$ cat config.mk
export PLATFORM = sky130hd
export DESIGN_NAME = rcs_top
export DESIGN_NICKNAME = d
export VERILOG_FILES = /design/src/pkg/rcs_pkg.sv /design/src/design/rcs_top.sv
export SDC_FILE = /design/constraint.sdc
export NUM_CORES = 1
export LEC_CHECK = 0
export BUFFER_PORTS_ARGS = -buffer_cell sky130_fd_sc_hd__buf_4
export CAP_MARGIN = 20
export CORE_ASPECT_RATIO = 1.2
export CORE_UTILIZATION = 46
export CTS_BUF_LIST = sky130_fd_sc_hd__clkbuf_2
export DETAILED_ROUTE_END_ITERATION = 8
export PLACE_DENSITY = 0.73
export SYNTH_ARGS = -nofsm -noshare
export SYNTH_HDL_FRONTEND = slang
export SYNTH_SLANG_ARGS = --single-unit
$ cat constraint.sdc
create_clock -name mclk -period 1.9 [get_ports mclk]
set_clock_uncertainty 0.15 [all_clocks]
set_input_delay 0.285 -clock mclk [delete_from_list [all_inputs] [get_ports mclk]]
set_output_delay 0.285 -clock mclk [all_outputs]
set_load 0.01 [all_outputs]
$ cat src/pkg/rcs_pkg.sv
// Shared constants and types for the RTC control settings block.
// Assumes an AHB-Lite slave with 32-bit data and word registers.
package rcs_pkg;

    // ---------------------------------------------
    // Register map
    // ---------------------------------------------
    localparam logic [7:0] RCS_TIME_OFS = 8'h00;
    localparam logic [7:0] RCS_DATE_OFS = 8'h04;
    localparam logic [7:0] RCS_CTRL_OFS = 8'h08;
    localparam logic [31:0] RCS_CTRL_RESET = 32'h0000_0000;
    // Bits that store; 31:24, 17, 16 and 7 never hold a value
    localparam logic [31:0] RCS_CTRL_WMASK = 32'h00fc_ff7f;
    localparam int RCS_SUB_HOUR_BIT = 17;
    localparam int RCS_ADD_HOUR_BIT = 16;
    // Hour field of the time word
    localparam int RCS_HOUR_LSB = 16;
    localparam int RCS_HOUR_MSB = 21;

    // ---------------------------------------------
    // Timing
    // ---------------------------------------------
    localparam int RCS_SHADOW_PERIOD = 2;      // kernel clock cycles per shadow copy
    localparam int RCS_WAKE_DIV_W = 4;         // widest kernel divider is by 16

    // ---------------------------------------------
    // Event output sources
    // ---------------------------------------------
    typedef enum logic [1:0] {
        RCS_OUT_OFF = 2'b00,
        RCS_OUT_ALARM_A = 2'b01,
        RCS_OUT_ALARM_B = 2'b10,
        RCS_OUT_WAKE = 2'b11
    } rcs_out_sel_e;

    // Control register layout, bit 31 first
    typedef struct packed {
        logic [7:0] reserved_hi;
        logic cal_out_enable;
        rcs_out_sel_e event_out_select;
        logic event_out_polarity;
        logic cal_out_rate_select;
        logic daylight_memo;
        logic hour_minus_one;
        logic hour_plus_one;
        logic stamp_irq_enable;
        logic wake_irq_enable;
        logic alarm_b_irq_enable;
        logic alarm_a_irq_enable;
        logic stamp_enable;
        logic wake_timer_enable;
        logic alarm_b_enable;
        logic alarm_a_enable;
        logic reserved_7;
        logic hour_format;
        logic shadow_bypass;
        logic mains_ref_detect_enable;
        logic stamp_edge_select;
        logic [2:0] wake_clock_select;
    } rcs_ctrl_s;

    // Live calendar words from the counters
    typedef struct packed {
        logic [31:0] time_word;
        logic [31:0] date_word;
    } rcs_cal_s;

    // Event flags from the status logic
    typedef struct packed {
        logic stamp;
        logic wake;
        logic alarm_b;
        logic alarm_a;
    } rcs_evt_s;

endpackage
$ cat src/design/rcs_top.sv
// Control register and its steering logic for the real-time clock.
// Assumes: one clock mclk acting as the kernel clock, an AHB-Lite master,
// calendar counters, prescaler ticks and status flags on the same clock.
//
// Functional notes
// - Calibration output toggles only while its enable bit 23 is set.
// - Field 22:21 picks event output: off, alarm A, alarm B, wakeup.
// - Bit 20 clear: trigger drives output high; set: drives it low.
// - Bit 19 picks 256 Hz or 1 Hz calibration rate at default prescale.
// - Bit 18 is a software memo with no effect on counting.
// - Writing 1 to bit 17 subtracts an hour unless hour is zero; reads 0.
// - Writing 1 to bit 16 adds one hour; writing 0 nothing; reads 0.
// - Interrupt requests for four events pass only when enabled.
// - Timestamp, wakeup, alarm B and A run only while enabled.
// - Bypass clear: reads give shadows refreshed every two cycles; set: live.
// - Mains reference detection works only while bit 4 is set.
// - Bit 3 clear: rising stamp edge makes event; set: falling edge.
// - Wake clock codes 000 to 011 divide kernel clock by 16, 8, 4, 2.
// - Wake clock codes 10x use the synchronous prescaler tick.
// - Wake clock codes 11x use that tick and extend reload by 2^16.
// - Hour format bit picks 24-hour or AM/PM counting.
// - Shadow synced flag stays clear while bypass is selected.
//
// Added by the designer: the AHB-Lite register port.
`timescale 1ns/1ns
module rcs_top
    import rcs_pkg::*;
#(
    parameter int WAKE_DIV_W = RCS_WAKE_DIV_W
) (
    input wire logic mclk,
    input wire logic arst_n,
    // AHB-Lite slave
    input wire logic hsel,
    input wire logic [31:0] haddr,
    input wire logic [1:0] htrans,
    input wire logic hwrite,
    input wire logic [2:0] hsize,
    input wire logic [31:0] hwdata,
    input wire logic hready,
    output logic [31:0] hrdata,
    output logic hreadyout,
    output logic hresp,
    // Calendar, prescaler and status side
    input wire rcs_pkg::rcs_cal_s cal_live,
    input wire logic cal_256hz_level,
    input wire logic cal_1hz_level,
    input wire logic sync_prescaler_tick,
    input wire rcs_pkg::rcs_evt_s evt_flag,
    input wire logic alarm_a_trig,
    input wire logic alarm_b_trig,
    input wire logic wake_trig,
    // Pins
    input wire logic stamp_pin,
    input wire logic mains_ref_input,
    output logic cal_output,
    output logic event_output,
    // Towards the other RTC functions
    output rcs_pkg::rcs_evt_s irq_req,
    output rcs_pkg::rcs_evt_s func_run,
    output logic stamp_event,
    output logic mains_ref_sample,
    output logic mains_ref_detect_on,
    output logic wake_tick,
    output logic wake_reload_ext,
    output logic hour_add_pulse,
    output logic hour_sub_pulse,
    output logic hour_format_ampm,
    output logic daylight_memo_out,
    output logic shadow_synced_flag
);
    import rcs_pkg::*;

    initial begin
        if (WAKE_DIV_W < 4 || WAKE_DIV_W > 8) begin
            $error("WAKE_DIV_W must be 4 to 8");
        end
    end

    // ---------------------------------------------
    // Bus slave
    // ---------------------------------------------
    rcs_ctrl_s ctrl;
    logic ap_write;
    logic ap_read;
    logic [7:0] ap_addr;
    logic [31:0] shadow_time;
    logic [31:0] shadow_date;
    logic [31:0] next_rdata;
    logic ctrl_wr;
    logic [5:0] live_hour;

    // Address phase capture; always zero wait states
    always_ff @(posedge mclk or negedge arst_n) begin
        if (!arst_n) begin
            ap_write <= 1'b0;
            ap_read <= 1'b0;
            ap_addr <= 8'h00;
        end else if (hready) begin
            ap_write <= hsel && htrans[1] && hwrite;
            ap_read <= hsel && htrans[1] && !hwrite;
            ap_addr <= haddr[7:0];
        end
    end

    assign hreadyout = 1'b1;
    assign hresp = 1'b0;
    assign ctrl_wr = ap_write && (ap_addr == RCS_CTRL_OFS);
    assign live_hour = cal_live.time_word[RCS_HOUR_MSB:RCS_HOUR_LSB];

    // Read mux in the address phase; unmapped reads give zero
    always_comb begin
        next_rdata = 32'h0000_0000;
        case (haddr[7:0])
            RCS_TIME_OFS: begin
                next_rdata = ctrl.shadow_bypass ? cal_live.time_word : shadow_time;
            end
            RCS_DATE_OFS: begin
                next_rdata = ctrl.shadow_bypass ? cal_live.date_word : shadow_date;
            end
            RCS_CTRL_OFS: begin
                // Forward a write still in its data phase, else a read right behind it gets stale bits
                next_rdata = ctrl_wr ? (hwdata & RCS_CTRL_WMASK) : (ctrl & RCS_CTRL_WMASK);
            end
            default: begin
                next_rdata = 32'h0000_0000;
            end
        endcase
    end

    // Read data register, shown in the data phase
    always_ff @(posedge mclk or negedge arst_n) begin
        if (!arst_n) begin
            hrdata <= 32'h0000_0000;
        end else if (hready && hsel && htrans[1] && !hwrite) begin
            hrdata <= next_rdata;
        end
    end

    // ---------------------------------------------
    // Control register
    // ---------------------------------------------
    // Memo bit 18 is stored, read back and driven on daylight_memo_out
    always_ff @(posedge mclk or negedge arst_n) begin
        if (!arst_n) begin
            ctrl <= RCS_CTRL_RESET;
        end else if (ctrl_wr) begin
            ctrl <= hwdata & RCS_CTRL_WMASK;
        end
    end

    // One-shot hour adjust strobes, never stored
    always_ff @(posedge mclk or negedge arst_n) begin
        if (!arst_n) begin
            hour_add_pulse <= 1'b0;
            hour_sub_pulse <= 1'b0;
        end else begin
            hour_add_pulse <= ctrl_wr && hwdata[RCS_ADD_HOUR_BIT];
            hour_sub_pulse <= ctrl_wr && hwdata[RCS_SUB_HOUR_BIT]
                && (live_hour != 6'h00);
        end
    end

    assign daylight_memo_out = ctrl.daylight_memo;
    assign hour_format_ampm = ctrl.hour_format;

    // ---------------------------------------------
    // Shadow copies
    // ---------------------------------------------
    logic [$clog2(RCS_SHADOW_PERIOD)-1:0] shadow_cnt;
    logic shadow_load;

    assign shadow_load = (shadow_cnt == ($clog2(RCS_SHADOW_PERIOD))'(RCS_SHADOW_PERIOD - 1));

    // Copy every second kernel cycle
    always_ff @(posedge mclk or negedge arst_n) begin
        if (!arst_n) begin
            shadow_cnt <= '0;
            shadow_time <= 32'h0000_0000;
            shadow_date <= 32'h0000_0000;
        end else begin
            shadow_cnt <= shadow_load ? '0 : shadow_cnt + 1'b1;
            if (shadow_load) begin
                shadow_time <= cal_live.time_word;
                shadow_date <= cal_live.date_word;
            end
        end
    end

    // Synced flag: held clear in bypass, set on each copy
    always_ff @(posedge mclk or negedge arst_n) begin
        if (!arst_n) begin
            shadow_synced_flag <= 1'b0;
        end else if (ctrl.shadow_bypass) begin
            shadow_synced_flag <= 1'b0;
        end else if (shadow_load) begin
            shadow_synced_flag <= 1'b1;
        end
    end

    // ---------------------------------------------
    // Enables and interrupt gating
    // ---------------------------------------------
    assign func_run.stamp = ctrl.stamp_enable;
    assign func_run.wake = ctrl.wake_timer_enable;
    assign func_run.alarm_b = ctrl.alarm_b_enable;
    assign func_run.alarm_a = ctrl.alarm_a_enable;

    // Flags reach the interrupt only when enabled
    always_ff @(posedge mclk or negedge arst_n) begin
        if (!arst_n) begin
            irq_req <= '0;
        end else begin
            irq_req.stamp <= evt_flag.stamp && ctrl.stamp_irq_enable;
            irq_req.wake <= evt_flag.wake && ctrl.wake_irq_enable;
            irq_req.alarm_b <= evt_flag.alarm_b && ctrl.alarm_b_irq_enable;
            irq_req.alarm_a <= evt_flag.alarm_a && ctrl.alarm_a_irq_enable;
        end
    end

    // ---------------------------------------------
    // Pin synchronisers
    // ---------------------------------------------
    logic [1:0] stamp_sync;
    logic [1:0] ref_sync;
    logic stamp_prev;

    always_ff @(posedge mclk or negedge arst_n) begin
        if (!arst_n) begin
            stamp_sync <= 2'b00;
            ref_sync <= 2'b00;
            stamp_prev <= 1'b0;
        end else begin
            stamp_sync <= {stamp_sync[0], stamp_pin};
            ref_sync <= {ref_sync[0], mains_ref_input};
            stamp_prev <= stamp_sync[1];
        end
    end

    // Edge select picks rising or falling; only while enabled
    always_ff @(posedge mclk or negedge arst_n) begin
        if (!arst_n) begin
            stamp_event <= 1'b0;
        end else begin
            stamp_event <= ctrl.stamp_enable && (ctrl.stamp_edge_select
                ? (stamp_prev && !stamp_sync[1])
                : (!stamp_prev && stamp_sync[1]));
        end
    end

    // Reference input passed on only while detection is on
    always_ff @(posedge mclk or negedge arst_n) begin
        if (!arst_n) begin
            mains_ref_sample <= 1'b0;
        end else begin
            mains_ref_sample <= ctrl.mains_ref_detect_enable && ref_sync[1];
        end
    end

    assign mains_ref_detect_on = ctrl.mains_ref_detect_enable;

    // ---------------------------------------------
    // Wakeup clock selection
    // ---------------------------------------------
    logic [WAKE_DIV_W-1:0] wake_div;
    logic div_hit;

    // Divide by 16, 8, 4 or 2 from the low divider bits
    always_comb begin
        case (ctrl.wake_clock_select)
            3'b000: div_hit = (wake_div[3:0] == 4'hf);
            3'b001: div_hit = (wake_div[2:0] == 3'h7);
            3'b010: div_hit = (wake_div[1:0] == 2'h3);
            3'b011: div_hit = wake_div[0];
            default: div_hit = sync_prescaler_tick;
        endcase
    end

    always_ff @(posedge mclk or negedge arst_n) begin
        if (!arst_n) begin
            wake_div <= '0;
            wake_tick <= 1'b0;
        end else begin
            wake_div <= wake_div + 1'b1;
            wake_tick <= ctrl.wake_timer_enable && div_hit;
        end
    end

    assign wake_reload_ext = (ctrl.wake_clock_select[2:1] == 2'b11);

    // ---------------------------------------------
    // Output pins
    // ---------------------------------------------
    logic sel_trig;

    // Source of the event output
    always_comb begin
        case (ctrl.event_out_select)
            RCS_OUT_OFF: sel_trig = 1'b0;
            RCS_OUT_ALARM_A: sel_trig = alarm_a_trig;
            RCS_OUT_ALARM_B: sel_trig = alarm_b_trig;
            RCS_OUT_WAKE: sel_trig = wake_trig;
            default: sel_trig = 1'b0;
        endcase
    end

    // Polarity and calibration rate
    always_ff @(posedge mclk or negedge arst_n) begin
        if (!arst_n) begin
            event_output <= 1'b0;
            cal_output <= 1'b0;
        end else begin
            event_output <= sel_trig ^ ctrl.event_out_polarity;
            cal_output <= ctrl.cal_out_enable
                && (ctrl.cal_out_rate_select ? cal_1hz_level : cal_256hz_level);
        end
    end

endmodule

### Yosys cells after proc, flatten, opt, wreduce, memory -nomap -nowiden

Index checks and enable logic that the tools add are counted.

| cells by class | value |
|---|---|
| add/sub/neg operators | 2 |
| multipliers | 0 |
| div/mod/pow operators | 0 |
| magnitude comparators | 0 |
| equal/unequal tests | 13 |
| shift-type cells | 0 |
| muxes and demuxes | 11 |
| bitwise gates (word level) | 1 |
| reductions and logical operators | 27 |

Operator list:

| operator | number |
|---|---|
| $pmux W32 S3 | 1 |
| $mux W32 | 2 |
| $mux W24 | 1 |
| $logic_and A1 B1 Y1 | 19 |
| $eq A8 B4 Y1 const B | 2 |
| $eq A2 B2 Y1 const B | 4 |
| $eq A8 B3 Y1 const B | 1 |
| $logic_not A8 Y1 | 1 |
| $pmux W1 S4 | 2 |
| $eq A3 B2 Y1 const B | 2 |
| $reduce_bool A6 Y1 | 1 |
| $mux W1 | 5 |
| $add A4 B1 Y4 const B | 1 |
| $eq A4 B4 Y1 const B | 1 |
| $eq A3 B1 Y1 const B | 1 |
| $eq A3 B3 Y1 const B | 1 |
| $logic_not A1 Y1 | 3 |
| $logic_not A3 Y1 | 1 |
| $eq A2 B1 Y1 const B | 1 |
| $logic_not A2 Y1 | 1 |
| $reduce_bool A2 Y1 | 1 |
| $add A1 B1 Y1 const B | 1 |
| $xor A1 B1 Y1 | 1 |

| word-level totals | value |
|---|---|
| register bits after elaboration | 148 |
| bits in latches | 0 |
| memory bits (writable) | 0 |
| ROM bits | 0 |
| output and inout port bits | 54 |
| memories | 0 |

### Longest topological paths before layout

| logic depth | value |
|---|---|
| depth in word-level cells | 4 |
| mapped depth | 5 |
| depth with buffers taken out | 5 |

### Worst setup path after synthesis

No wires, ideal clock.

| timing path | value |
|---|---|
| path type | in2reg |
| start point | input port haddr[1] |
| end point | register hrdata[10] |
| library setup time | 76 ps |
| arrival | 1797 ps |
| required time | 1674 ps |
| path slack | -123 ps |
| stages on the path | 5 |
| path through | or4_4 -> or3_1 -> or4_4 -> buf_6 -> o21ai_1 |

| on the way | value |
|---|---|
| word-level cells in the longest chain between the ends | 2 |
| elaborated cells on any way between the ends | 4 |
| classes of those cells | eq/ne (2); mux (1); reduce/logical (1) |

RTL lines:

| item | line | source |
|---|---|---|
| from (decl) | rcs_top.sv:35 | `input wire logic [31:0] haddr,` |
| $eq A8 B4 Y1 (tied with other cells) | rcs_top.sv:114 | `case (haddr[7:0])` |
| $pmux W32 S3 * | rcs_top.sv:114 |  |
| to (signal assigned) | rcs_top.sv:136 | `hrdata <= next_rdata;` |
| to (decl) | rcs_top.sv:41 | `output logic [31:0] hrdata,` |

Mark *: on every way between the ends. The rest lies on a longest branch, timed or not.
A chain may end at the register's enable or synchronous reset.

### Worst setup path after layout

| timing path | value |
|---|---|
| start point | input port cal_live[51] (netlist name) |
| end point | register hour_sub_pulse |

| on the way | value |
|---|---|
| word-level cells in the longest chain between the ends | 2 |

RTL lines:

| item | line | source |
|---|---|---|
| from (decl) | rcs_top.sv:45 | `input wire rcs_pkg::rcs_cal_s cal_live,` |
| $reduce_bool A6 Y1 | rcs_top.sv:160 | `&& (live_hour != 6'h00);` |
| $logic_and A1 B1 Y1 | rcs_top.sv:160 |  |
| to (signal assigned) | rcs_top.sv:159 | `hour_sub_pulse <= ctrl_wr && hwdata[RCS_SUB_HOUR_BIT]` |
| to (decl) | rcs_top.sv:67 | `output logic hour_sub_pulse,` |

No other way between the ends.

==> results.md <==
Placement:
- The placed instance area is about 7900 um^2.
- The count of placed standard cells including taps is 770.
- The count of buffers inserted at the top-level ports is ~160.
- The routability congestion estimate is approximately 0.80.
- The HPWL after detailed placement is around 11000 um.

Die:
- The y dimension of the die is about 130 um.
- The initial cell density of the core is a little under half.
- Row generation in the floorplan step produced 46 rows.
- roughly 200 I/O pins were placed.
- Measured along the x axis, the die boundary spans 110 um.
- The floorplan step defined a die boundary enclosing about 14000 um^2.
- After floorplanning, the core was sized to cover about 13000 um^2.

Setup path:
- The worst setup path is of the in -> reg kind.
- The library cell contributing the largest single delay on the critical path is dlygate4sd3_1.
- Traced cell by cell, the critical path runs through dlygate4sd3_1 > buf_4 > or4_1 > o31ai_1 > dlygate4sd3_1 > nor2_1.
- In this run the critical register-to-register path is launched from ap_addr[2].
- The worst setup path is captured at a register.
- The critical path arrival is ~2.4 ns.
- The critical path starts at cal_live[51].
- The maximum single-stage delay on the critical path is ~0.6 ns.
- At the worst endpoint, the required time is ~2.4 ns.
- In this design, the critical path's most frequently occurring cell is dlygate4sd3_1.
- The critical path buffer and inverter count is 3.
- The highest fanout seen on the critical path is 3.
- The startpoint type of the worst setup path is an input port.
- The kind of cell adding the most delay to the critical path is buffers and inverters.

CTS:
- The clock tree from TritonCTS is yes.
- The sink count of the clock tree is roughly 150.
- The H-tree depth reported by CTS is 4.
- The number of buffers on the longest clock path is 2.
- Clock latency on the worst-skew pair, taken at its later pin, is around 0.73 ns.
- Clock-pin slew was measured on the worst setup and hold paths at 0.22 ns.
- In this run the clock root is driven by a clkbuf_2.
- In this run, CTS created clock tree buffers numbering 17.

Layout:
- Summing all multi-input logic gate instances after layout gives 2470 um^2.
- The sequential cell area in the final layout is around 3700 um^2.
- The finished cells cover around 9400 um^2.
- The count of placed standard cells in the final layout, fillers left out is 927.
- The layout filler cell count is 906.
- After the last flow step, the layout net total stands at around 900.
- The growth of design area from synthesis to finish is 46.6%.
- Leaving out fill and tap cells, the most frequent cells in the layout are buf_4 (173), dfrtp_1 (146), dlygate4sd3_1 (119).
- For this run, the share of the core covered by cells in the final layout is between 70 and 80%.
- The proportion of layout cells with a drive suffix above 1 is 43.6%.
- Leaving out fill and tap cells, the most frequent cell in the layout is buf_4.

Global routing:
- The initial antenna violation count is 2.
- For this run, the total global-route usage over all layers was measured as approximately 25%.
- For this run, global-route usage on met1 was measured as between 20% and 30%.
- The pin count of the biggest net entering global routing is 47.
- The global routing met2 resource utilization is 43.0%.
- The global route total overflow is 0.
- For this run, global-route usage on met3 was measured as around 5.8%.
- The peak-usage layer in the global routing report is met2.
- The via count of the first global-routing pass is 5326.
- The first global-routing pass estimated 26600 um of wire.

Job:
- Across the run, the number of max-cap violations was 0.

Route:
- In the routed design, unresolved DRC markers number 0.
- The first detailed-routing pass ran for 4 iterations.
- The number of vias per cell is approximately 5.3.
- Summed over all layers, the routed wires come to approximately 17000 um.
- The violation count after the first detailed-route iteration is roughly 230.
- The via total after detailed routing is between 4000 and 5000.
- The residual antenna-violating net count after detailed routing is 0.
- The average detailed-routed wire length per instance is 18.1 um.

Synth:
- The share of the Yosys chip area taken by registers is between 50% and 60%.
- The count of cell types in the netlist is 35.
- Synthesis inferred 148 register bits.
- The total nets after synthesis is 607.
- After technology mapping, the gate count stands at 455.
- The count of synthesis-stage warnings from yosys is 0.
- A synthesized cell averages 14.1 um^2.
- The cell area after synthesis is 6430 um^2.

Run status:
- The run finished with clean final reports.

Power and ir drop:
- The power density relative to cell area is 653 nW/um^2.
- The leakage power figure is ~4.5 nW.
- IR analysis of the VDD net gives a maximum drop of 513 uV.

STA:
- The hold violation total from the final report is 0.
- The hold slack is between 0.07 and 0.08 ns.
- The final critical-path share of the clock period is between 90% and 100%.
- Derived from the worst setup path, the maximum achievable clock frequency is 527 MHz.
- For the finished layout, the period the worst path requires is roughly 1.9 ns.
- The number of failing setup endpoints in the final timing report is 0.
- The count of pins over their slew limit was 0.
- Setup repair after global routing could not meet its margin everywhere.

Min path:
- The worst hold path begins at htrans[1].
- The tightest min-delay check is of the in -> reg type.
[power breakdown]
group	leakage, nW	switching, mW	internal, mW
registers	1.82	0.0800	3.29
logic	2.53	0.356	0.612
clock network	0.154	1.09	0.720
[layer usage]
layer  part of all wire [%]  vias to the layer above
met4                    4.2                        0
met2                     54                      158
li1                       -                     2211
met3                    4.8                       59
met5                      0                        -
met1                     37                     2453
[cells in the mapped netlist (all sizes together)]
| cell type | count | area (um^2) |
|---|---|---|
| dfrtp | 148 | 3700 |
| mux2 | 73 | 822 |
| inv | 37 | 139 |
| o21ai | 34 | 170 |
| mux4 | 32 | 721 |
| mux2i | 22 | 220 |
| a22oi | 21 | 158 |
| clkbuf | 19 | 72.6 |
| nand2 | 16 | 60.1 |
| buf | 13 | 90.1 |
| and2 | 8 | 50.1 |
| nor2 | 6 | 22.5 |
| or3 | 3 | 18.8 |
| or4 | 3 | 30.0 |
| conb | 2 | 7.51 |
| ha | 2 | 25.0 |
| nand4b | 2 | 23.8 |
| nor3 | 2 | 10.0 |
| o31ai | 2 | 15.0 |
| xnor2 | 2 | 17.5 |
| a211oi | 1 | 7.51 |
| a21oi | 1 | 5.00 |
| and3b | 1 | 8.76 |
| nand3 | 1 | 5.00 |
| nand4 | 1 | 6.26 |
| nor2b | 1 | 6.26 |
| nor4b | 1 | 8.76 |
| o22ai | 1 | 6.26 |
[worst min-delay path, delay by kind of cell]
kind / cells / cell delay [ns]
and+or+nand+nor: 2 / 0.45
buffers and inverters: 1 / 0.12
AOI/OAI and AO/OA: 1 / 0.09
[layout make-up]
class,count,area share (%)
Multi-Input combinational cell,238,26.3
Clock inverter,13,1.49
Timing Repair Buffer,302,28.2
Sequential cell,148,39.3
Clock buffer,19,1.01
Antenna cell,2,0.0531
Inverter,37,1.47
Tap cell,168,2.23
[cells by family after synthesis]
| kind of cell | share of synthesized area, % |
|---|---|
| other | 0.117 |
| and+or+nand+nor | 3.89 |
| muxes | 27.4 |
| buffers and inverters | 4.69 |
| AOI/OAI and AO/OA | 5.62 |
| xor gates and xnor gates | 0.272 |
| DFF | 57.6 |
| adders and majority gates | 0.389 |
[final timing paths]
check,endpoint,slack [ns],cells past startpoint
max,hour_sub_pulse,0.004,6
min,hrdata[19],0.07,4
max reg2reg,hrdata[1],0.06,5
min reg2reg,stamp_sync[1],0.22,0
max in group asynchronous,ctrl[5],0.58,4
min in group asynchronous,shadow_time[21],0.43,3
[sequential cells by signal, indices dropped and copies added, names as in the netlist, 2 cells and up]
signal and flops:
shadow_date 32, ap_addr 8, func_run 4, stamp_sync 2, wake_div 4, shadow_time 32, irq_req 4, ref_sync 2
hrdata 32, ctrl 14
[repair_timing]
action | 4_1_cts | 5_1_grt
buffers inserted | 2 | 2
gates resized for setup | 2 | 10
pin swaps | 1 | 0
setup endpoints to repair | 1 | 16
hold buffers | 119 | 0
endpoints found under the hold margin | 285 | 0
[per-stage QoR]
step	TNS, ns	worst slack (ns)	total power [mW]
detailed placement	-11.01	-0.408	4.16
finish	0	0.00401	6.15
global placement	-10.17	-0.368	4.13
floorplan	-2.83	-0.123	3.75
global route	-0.0429	-0.0429	6.44
CTS	0	0.0000430	6.18
Note: power is estimated with default switching activity, not from simulation.
